<file path="src/common/tmc_pkg.sv">
`default_nettype none
package tmc_pkg;
    localparam int ADDR_W = 8;
    // Register byte offsets
    localparam logic [7:0] OFS_MODE = 8'h00;
    localparam logic [7:0] OFS_CTRL = 8'h04;
    localparam logic [7:0] OFS_CLKSEL = 8'h08;
    localparam logic [7:0] OFS_CMP1 = 8'h0c;
    localparam logic [7:0] OFS_CMP2 = 8'h10;
    localparam logic [7:0] OFS_ACT1 = 8'h14;
    localparam logic [7:0] OFS_ACT2 = 8'h18;
    localparam logic [7:0] OFS_CAPT = 8'h1c;
    localparam logic [7:0] OFS_STAT = 8'h20;
    // Mode codes
    localparam logic [3:0] MODE_FREE = 4'hf;
    localparam logic [3:0] MODE_EXT_TRIG = 4'he;
    localparam logic [3:0] MODE_INT_RST = 4'hd;
    localparam logic [3:0] MODE_FREE_PASS = 4'hc;
    localparam logic [3:0] MODE_EXT_PASS = 4'hb;
    localparam logic [3:0] MODE_RST = 4'hf;
    // Control register fields
    localparam int CTRL_RUN = 0;
    localparam int CTRL_OUTINIT = 1;
    localparam int CTRL_EIM = 2;
    localparam logic [2:0] CTRL_RST = 3'h0;
    // Clock select: bit 0 external source, bits 2:1 edge (01 rise, 10 fall, 11 both)
    localparam int CSEL_EXT = 0;
    localparam int CSEL_EDGE_LO = 1;
    localparam logic [2:0] CSEL_RST = 3'h0;
    // Compare action fields
    localparam int ACT_RST = 0;
    localparam int ACT_IRQ = 1;
    localparam int ACT_TOG = 2;
    localparam int ACT_SINGLE = 3;
    localparam logic [3:0] ACT_RST_VAL = 4'h0;
    localparam logic [7:0] CMP_RST_VAL = 8'hff;
    // Status fields: bit 0 run, sticky flags above it
    localparam int STAT_RUN = 0;
    localparam int STAT_CM1 = 1;
    localparam int STAT_CM2 = 2;
    localparam int STAT_EDGE = 3;

    typedef enum logic [1:0] {TMC_IDLE, TMC_WAIT_TRIG, TMC_COUNT} tmc_phase_e;

    function automatic logic tmc_is_trig_mode(input logic [3:0] m);
        return (m == MODE_EXT_TRIG) || (m == MODE_EXT_PASS);
    endfunction : tmc_is_trig_mode

    function automatic logic tmc_is_pass_mode(input logic [3:0] m);
        return (m == MODE_FREE_PASS) || (m == MODE_EXT_PASS);
    endfunction : tmc_is_pass_mode

    function automatic logic tmc_is_known_mode(input logic [3:0] m);
        return (m >= MODE_EXT_PASS);
    endfunction : tmc_is_known_mode
endpackage : tmc_pkg
`default_nettype wire

</file>
<file path="src/common/tmc_core_if.sv">
`timescale 1ns/1ps
`default_nettype none
interface tmc_core_if;
    logic pinLevel;
    logic [1:0] edgeSel;
    logic edgeSeen;
    logic tick;
    logic rearm;
    logic [7:0] count;
    logic [7:0] cmp1;
    logic [7:0] cmp2;
    logic single1;
    logic single2;
    logic match1;
    logic match2;
    logic useSecond;
    modport edgeSide(input pinLevel, edgeSel, output edgeSeen);
    modport cmpSide(input tick, rearm, count, cmp1, cmp2, single1, single2,
                    output match1, match2, useSecond);
endinterface : tmc_core_if
`default_nettype wire

</file>
<file path="src/rtl/tmc_edge_det.sv">
`timescale 1ns/1ps
`default_nettype none
module tmc_edge_det (
    input wire logic clk_sys, // System clock
    input wire logic nrst,    // Async reset, active low
    input wire logic ce,      // Clock enable
    tmc_core_if.edgeSide ifc  // Pin level in, edge pulse out
);
    import tmc_pkg::*;
    logic pinNow;
    logic pinPrev;

    // Sampled on the system clock only, so a stopped oscillator silences the input
    always_ff @(posedge clk_sys or negedge nrst) begin
        if (!nrst) begin
            pinNow <= 1'b0;
            pinPrev <= 1'b0;
        end else if (ce) begin
            pinNow <= ifc.pinLevel;
            pinPrev <= pinNow;
        end
    end

    wire rise = pinNow & ~pinPrev;
    wire fall = ~pinNow & pinPrev;
    assign ifc.edgeSeen = (rise & ifc.edgeSel[0]) | (fall & ifc.edgeSel[1]);
endmodule : tmc_edge_det
`default_nettype wire

</file>
<file path="src/rtl/tmc_cmp_seq.sv">
`timescale 1ns/1ps
`default_nettype none
module tmc_cmp_seq (
    input wire logic clk_sys, // System clock
    input wire logic nrst,    // Async reset, active low
    input wire logic ce,      // Clock enable
    tmc_core_if.cmpSide ifc   // Compare values in, match pulses out
);
    import tmc_pkg::*;
    logic sel2;
    logic done1;
    logic done2;

    // Match on the count tick that leaves value x: x+1 ticks from zero
    assign ifc.match1 = ifc.tick && !sel2 && !done1 && (ifc.count == ifc.cmp1);
    assign ifc.match2 = ifc.tick && sel2 && !done2 && (ifc.count == ifc.cmp2);
    assign ifc.useSecond = sel2;

    always_ff @(posedge clk_sys or negedge nrst) begin
        if (!nrst) begin
            sel2 <= 1'b0;
            done1 <= 1'b0;
            done2 <= 1'b0;
        end else if (ce) begin
            if (ifc.rearm) begin
                sel2 <= 1'b0;
                done1 <= 1'b0;
                done2 <= 1'b0;
            end else if (ifc.match1) begin
                done1 <= ifc.single1;
                sel2 <= !done2;
            end else if (ifc.match2) begin
                done2 <= ifc.single2;
                sel2 <= done1;
            end
        end
    end
endmodule : tmc_cmp_seq
`default_nettype wire

</file>
<file path="src/rtl/tmc_timer_top.sv">
// Contract
// - 8-bit up-counter, two compares, one capture
// - Input pin sampled by system clock
// - Capture register shows running count in basic modes
// - Trigger operation idles until input edge
// - Single-action match fires once per start
// - Match resets, interrupts or toggles per mask
// - Compares alternate first, second, first
// - Single-action one means other compare only
// - Control holds run, initial level, edge mask
// - Clock select picks source and edge
// - Edge interrupt only when masked in, stopped
// - Status shows run, matches, edge detects
// - Compare value x matches after x+1
// - Basic mode counts every selected clock
// - External trigger mode waits first edge
// - Later edges capture, clear and restart
// - Trigger edges re-arm single actions
// - Companion toggle captures and clears counter
// - Companion toggle re-arms single actions
// - Mode 4 is basic with companion output
// - Mode 5 is trigger with companion output
// - Mode register selects timer modes
// - Mode codes 1111 to 1011, reset 1111
`timescale 1ns/1ps
`default_nettype none
module tmc_timer_top (
    input wire logic clk_sys,                         // 40 MHz system clock
    input wire logic nrst,                            // Async reset, active low
    input wire logic ce,                              // Clock enable, freezes all state
    input wire logic psel,                            // APB select
    input wire logic penable,                         // APB enable
    input wire logic pwrite,                          // APB write
    input wire logic [tmc_pkg::ADDR_W-1:0] paddr,     // APB byte address
    input wire logic [31:0] pwdata,                   // APB write data
    output logic [31:0] prdata,                       // APB read data
    output logic pready,                              // APB ready
    output logic pslverr,                             // APB error on unmapped address
    input wire logic timerInputPin,                   // External timer input
    input wire logic intTick,                         // Internal count clock enable
    input wire logic companionToggle,                 // Companion timer toggle pulse
    input wire logic companionOutput,                 // Companion timer output level
    output logic timerOutputPin,                      // Timer output pin
    output logic irqReq                               // Timer interrupt request pulse
);
    import tmc_pkg::*;

    logic [3:0] modeSel;
    logic [2:0] ctrl;
    logic [2:0] clkSel;
    logic [7:0] cmp1;
    logic [7:0] cmp2;
    logic [3:0] act1;
    logic [3:0] act2;
    logic [7:0] capture;
    logic [2:0] statFlags;
    logic [7:0] count;
    logic outFf;
    tmc_phase_e phase;

    tmc_core_if coreIf();

    // APB decode
    wire apbAcc = psel && penable;
    wire apbDone = apbAcc && pready;
    wire wrEn = apbDone && pwrite;
    wire hitMode = (paddr == OFS_MODE);
    wire hitCtrl = (paddr == OFS_CTRL);
    wire hitClk = (paddr == OFS_CLKSEL);
    wire hitCmp1 = (paddr == OFS_CMP1);
    wire hitCmp2 = (paddr == OFS_CMP2);
    wire hitAct1 = (paddr == OFS_ACT1);
    wire hitAct2 = (paddr == OFS_ACT2);
    wire hitCapt = (paddr == OFS_CAPT);
    wire hitStat = (paddr == OFS_STAT);
    wire addrHit = hitMode | hitCtrl | hitClk | hitCmp1 | hitCmp2 | hitAct1 | hitAct2
                   | hitCapt | hitStat;
    wire [31:0] rdMux = hitMode ? {28'h0, modeSel} :
                        hitCtrl ? {29'h0, ctrl} :
                        hitClk ? {29'h0, clkSel} :
                        hitCmp1 ? {24'h0, cmp1} :
                        hitCmp2 ? {24'h0, cmp2} :
                        hitAct1 ? {28'h0, act1} :
                        hitAct2 ? {28'h0, act2} :
                        hitCapt ? {24'h0, capture} :
                        hitStat ? {28'h0, statFlags, ctrl[CTRL_RUN]} : 32'h0;
    wire [2:0] statClr = (wrEn && hitStat) ? pwdata[3:1] : 3'h0;

    // Mode decode
    wire runBit = ctrl[CTRL_RUN];
    wire trigMode = tmc_is_trig_mode(modeSel);
    wire intRstMode = (modeSel == MODE_INT_RST);
    wire passMode = tmc_is_pass_mode(modeSel);
    wire knownMode = tmc_is_known_mode(modeSel);
    wire edgeSeen = coreIf.edgeSeen;

    // Trigger modes count the internal clock only
    wire tick = (clkSel[CSEL_EXT] && !trigMode) ? edgeSeen : intTick;
    wire inCount = (phase == TMC_COUNT);
    wire starting = (phase == TMC_IDLE) && runBit && knownMode;
    wire trigStart = (phase == TMC_WAIT_TRIG) && edgeSeen;
    wire trigRestart = inCount && trigMode && edgeSeen;
    wire intRestart = inCount && intRstMode && companionToggle;
    wire restart = trigRestart || intRestart;
    wire rearm = starting || trigStart || restart;
    wire countTick = inCount && tick && !restart;

    wire m1 = coreIf.match1;
    wire m2 = coreIf.match2;
    wire resetHit = (m1 && act1[ACT_RST]) || (m2 && act2[ACT_RST]);
    wire irqHit = (m1 && act1[ACT_IRQ]) || (m2 && act2[ACT_IRQ]);
    wire togHit = (m1 && act1[ACT_TOG]) || (m2 && act2[ACT_TOG]);
    wire edgeIrq = edgeSeen && ctrl[CTRL_EIM] && !runBit;

    // Natural 8-bit overflow gives the wrap when no compare reset is armed
    wire [7:0] countInc = count + 8'h01;
    wire [7:0] next_count = (starting || restart || resetHit) ? 8'h00 :
                            countTick ? countInc : count;
    wire next_outFf = (phase == TMC_IDLE) ? ctrl[CTRL_OUTINIT] :
                      togHit ? !outFf : outFf;
    wire [2:0] statSet = {edgeSeen, m2, m1};

    assign coreIf.pinLevel = timerInputPin;
    assign coreIf.edgeSel = clkSel[CSEL_EDGE_LO +: 2];
    assign coreIf.tick = countTick;
    assign coreIf.rearm = rearm;
    assign coreIf.count = count;
    assign coreIf.cmp1 = cmp1;
    assign coreIf.cmp2 = cmp2;
    assign coreIf.single1 = act1[ACT_SINGLE];
    assign coreIf.single2 = act2[ACT_SINGLE];

    tmc_edge_det uEdge (
        .clk_sys(clk_sys),
        .nrst(nrst),
        .ce(ce),
        .ifc(coreIf.edgeSide)
    );

    tmc_cmp_seq uCmp (
        .clk_sys(clk_sys),
        .nrst(nrst),
        .ce(ce),
        .ifc(coreIf.cmpSide)
    );

    // APB slave: one wait state, so every access phase lasts two cycles
    always_ff @(posedge clk_sys or negedge nrst) begin
        if (!nrst) begin
            pready <= 1'b0;
            pslverr <= 1'b0;
            prdata <= 32'h0;
        end else if (ce) begin
            pready <= apbAcc && !pready;
            pslverr <= apbAcc && !pready && !addrHit;
            if (apbAcc && !pready) begin
                prdata <= rdMux;
            end
        end
    end

    // Software registers
    always_ff @(posedge clk_sys or negedge nrst) begin
        if (!nrst) begin
            modeSel <= MODE_RST;
            ctrl <= CTRL_RST;
            clkSel <= CSEL_RST;
            cmp1 <= CMP_RST_VAL;
            cmp2 <= CMP_RST_VAL;
            act1 <= ACT_RST_VAL;
            act2 <= ACT_RST_VAL;
        end else if (ce && wrEn) begin
            if (hitMode) begin
                modeSel <= pwdata[3:0];
            end
            if (hitCtrl) begin
                ctrl <= pwdata[2:0];
            end
            if (hitClk) begin
                clkSel <= pwdata[2:0];
            end
            if (hitCmp1) begin
                cmp1 <= pwdata[7:0];
            end
            if (hitCmp2) begin
                cmp2 <= pwdata[7:0];
            end
            if (hitAct1) begin
                act1 <= pwdata[3:0];
            end
            if (hitAct2) begin
                act2 <= pwdata[3:0];
            end
        end
    end

    // Sticky flags: a new event beats a write-one clear in the same cycle
    always_ff @(posedge clk_sys or negedge nrst) begin
        if (!nrst) begin
            statFlags <= 3'h0;
        end else if (ce) begin
            statFlags <= statSet | (statFlags & ~statClr);
        end
    end

    // Counter phase
    always_ff @(posedge clk_sys or negedge nrst) begin
        if (!nrst) begin
            phase <= TMC_IDLE;
        end else if (ce) begin
            if (!runBit || !knownMode) begin
                phase <= TMC_IDLE;
            end else begin
                unique case (phase)
                    TMC_IDLE: phase <= trigMode ? TMC_WAIT_TRIG : TMC_COUNT;
                    TMC_WAIT_TRIG: phase <= edgeSeen ? TMC_COUNT : TMC_WAIT_TRIG;
                    TMC_COUNT: phase <= TMC_COUNT;
                endcase
            end
        end
    end

    // Counter, capture and output stage
    always_ff @(posedge clk_sys or negedge nrst) begin
        if (!nrst) begin
            count <= 8'h00;
            capture <= 8'h00;
            outFf <= 1'b0;
            timerOutputPin <= 1'b0;
            irqReq <= 1'b0;
        end else if (ce) begin
            count <= next_count;
            if (restart) begin
                capture <= count;
            end else if (!trigMode && !intRstMode) begin
                capture <= count;
            end
            outFf <= next_outFf;
            timerOutputPin <= passMode ? companionOutput : outFf;
            irqReq <= irqHit || edgeIrq;
        end
    end
endmodule : tmc_timer_top
`default_nettype wire

</file>
<file path="config.mk">
export PLATFORM = sky130hd
export DESIGN_NAME = tmc_timer_top
export DESIGN_NICKNAME = d
export VERILOG_FILES = /design/src/common/tmc_pkg.sv /design/src/common/tmc_core_if.sv /design/src/rtl/tmc_edge_det.sv /design/src/rtl/tmc_cmp_seq.sv /design/src/rtl/tmc_timer_top.sv
export SDC_FILE = /design/constraint.sdc
export NUM_CORES = 1
export LEC_CHECK = 0
export BUFFER_PORTS_ARGS = -buffer_cell sky130_fd_sc_hd__buf_4
export CAP_MARGIN = 20
export CORE_ASPECT_RATIO = 0.9
export CORE_UTILIZATION = 60
export CTS_BUF_LIST = sky130_fd_sc_hd__clkbuf_16
export DETAILED_ROUTE_END_ITERATION = 6
export PLACE_DENSITY = 0.88
export SYNTH_ARGS = -nofsm -noshare
export SYNTH_HDL_FRONTEND = slang
export SYNTH_SLANG_ARGS = --single-unit
export TNS_END_PERCENT = 10
</file>
<file path="constraint.sdc">
create_clock -name clk_sys -period 5.12 [get_ports clk_sys]
set_input_delay 0.768 -clock clk_sys [delete_from_list [all_inputs] [get_ports clk_sys]]
set_output_delay 0.768 -clock clk_sys [all_outputs]
set_load 0.01 [all_outputs]
</file>
==> reports/results.ini <==
[placed_design]
place_congestion=0.939
post-place-ws_ns=2.32
io_buffers=37
dpl.cell_count=533
dpl.hpwl_um=7310

[cells_and_area]
layout.nets=505
layout_commonest_cell=dfrtp_1
drive_gt1_frac=0.298
finalNonFillerCells=549
final_util=0.685
areaGrowthSynthToFinish_pct=10.1
mostFrequentLayoutCells=53 x dfrtp_1, 44 x mux2_2, 37 x buf_4, 29 x nand2_1, 27 x nor2_1
n_fill_cell=541
num_antenna_cells=0

[clock_tree]
cts_buffer_depth=2
cts_tree=built
htreeDepth=3
clkTransAtPathRegs_ns=0.06
cts_setup_buffers=0
cts_sinks=73
hold_buffers=0
numCtsBuffers=9
clock_latency_ns=0.34
clockRootBuffer=clkbuf_16
cts_resized=0

[die]
rows=29
core_area_um2=7080
fp.dieH_um=83.2
start_util=0.622
die_w_um=92.3
dieArea_um2=7680
io_pins=86

[sta]
setup_viol=0
layout_min_cycle_time_ns=2.50
rsz0062_at_grt=no
hold_violations=0
slew_viol_final=0
skew_ns=0.00669
post-route-period-util=0.489
setup_ws_ns=2.62
tightest_slew_ns=0.896
holdWs_ns=0.493
max_freq_mhz=400
slew_headroom=0.402
finalSetupTns_ns=0

[worst_hold_path]
hold_class=flop to flop

[power_and_ir_drop]
ir_drop_uv=223
cellLeakagePower_uw=0.00211
powerDensity_nw_per_um2=271

[global_route]
grt_pass1_vias=3438
grt_overflow=0
grt_max_degree=74
grt_pass1_wl_um=16500
grtUsageTotal=0.281
antenna_found_initial=0

[worst_setup_path]
start_kind=primary input
end_kind=flop
cp_data_arrival_time_ns=2.77
cp_data_required_time_ns=5.39
critical_path_class=primary input to flop
path_max_fanout=9

[synthesis]
synth_compound_area_frac=0.168
yosysTopAreaCell=dfrtp_1
synth_top_area_share=0.301
synthArstFlopShare=1.00
synth_top_family_by_area=simple AND/OR/NAND/NOR gates
synth-edff-count=0
synth.distinct_cells=69
synth_ff_type=dfrtp_1
synth.top_cells.by_area=dfrtp_1 30%, dfstp_2 12%, mux2_2 11%
synth_warnings=0
synth_xor_area_frac=0.0299
synthCells=427
synthMuxAreaShare=0.113
synth_adder_area_share=0.0114
synth.avg_cell_area_um2=10.3
synth_area_um2=4400
ys_seq_area_frac=0.421
synth-seq-cells=73
synth-simple-area-share=0.170

[routing]
drtAntennaViolNets=0
drtIter0Drc=335
drt_pre_antenna_iters=6
dr_total_vias=3410
post_drt_wl_per_cell_um=18.5
drc_errors=0
viasPerCell=6.21
wirelength_um=10200

[run_status]
status=finished, final reports clean

[job]
drv_cap=0

==> final cells by class <==
type | count | area [um^2] | area share
clock buffer | 9 | 225 | 0.0465
clock inverter | 7 | 61.3 | 0.0127
inverter | 15 | 56.3 | 0.0116
multi-input combinational | 315 | 2260 | 0.466
sequential | 73 | 1850 | 0.382
tap | 93 | 116 | 0.0240
timing repair buffer | 37 | 278 | 0.0573
==> flip-flops by register name, summed over array words and instances, names as in the netlist, 2 cells and up <==
name          count
capture           8
coreIf.count      8
cmp1              8
act1              4
ctrl              3
statFlags         3
modeSel           4
cmp2              8
prdata            8
clkSel            3
act2              4
phase             2
==> worst paths after layout <==
| path | start | end | slack (ns) | cells after the start |
|---|---|---|---|---|
| setup / recovery | paddr[7] | cmp1[3] | 2.62 | 5 |
| hold / removal | prdata[5] | prdata[5] | 0.49 | 2 |
| setup reg to reg | modeSel[0] | capture[6] | 2.81 | 5 |
| hold reg to reg | prdata[5] | prdata[5] | 0.49 | 2 |
| max in group asynchronous | nrst | phase[1] | 3.99 | 1 |
| min in group asynchronous | nrst | uEdge.pinNow | 0.55 | 1 |
==> layer usage <==
| layer | GRT usage | wire, um | vias to the layer above | part of all wire |
|---|---|---|---|---|
| li1 | - | - | 1563 | - |
| met1 | 0.350 | 4100 | 1668 | 0.40 |
| met2 | 0.457 | 4960 | 145 | 0.49 |
| met3 | 0.0806 | 753 | 34 | 0.074 |
| met4 | 0.121 | 366 | 0 | 0.036 |
| met5 | 0 | 0 | - | 0 |
==> per-stage QoR <==
stage                     instance area, um^2  power [uW]
after floorplan                          4490         678
after global routing                     4850        1350
after CTS                                4850        1310
after global placement                   4560         713
final                                    4850        1310
after detailed placement                 4560         718
==> logic make-up (layout without fill, tap and decap cells) <==
family / Yosys count / after routing
and+or+nand+nor: 131 / 131
AOI/OAI and AO/OA: 97 / 97
buffers and inverters: 62 / 68
DFF: 73 / 73
adders and majority gates: 4 / 4
other: 1 / 24
xor gates and xnor gates: 15 / 15
muxes: 44 / 44
==> synthesized netlist by cell type (all sizes together) (6+ instances only) <==
cell type   n
inv        15
and2        6
nand3      11
nor3       11
xor2       14
buf        37
nor2       27
nand2b      6
nand2      29
a21oi      15
a22o        8
clkbuf     10
o21ai      20
dfstp      20
and3        8
mux2       44
a221oi      7
dfrtp      53
==> where the power goes <==
group / total, uW / leakage [uW] / switching, uW / internal (uW)
Clock: 601 / 0.000135 / 265 / 336
Sequential: 600 / 0.000862 / 10.4 / 590
Combinational: 109 / 0.00111 / 65.3 / 44.0
==> worst max-delay path, stage by stage <==
cell and delay, ns:
buf_4 0.13, or4_4 0.57, nor3_4 0.43, and2_1 0.47, mux2_2 0.40
No activity file was read; power rests on OpenSTA's default activity.
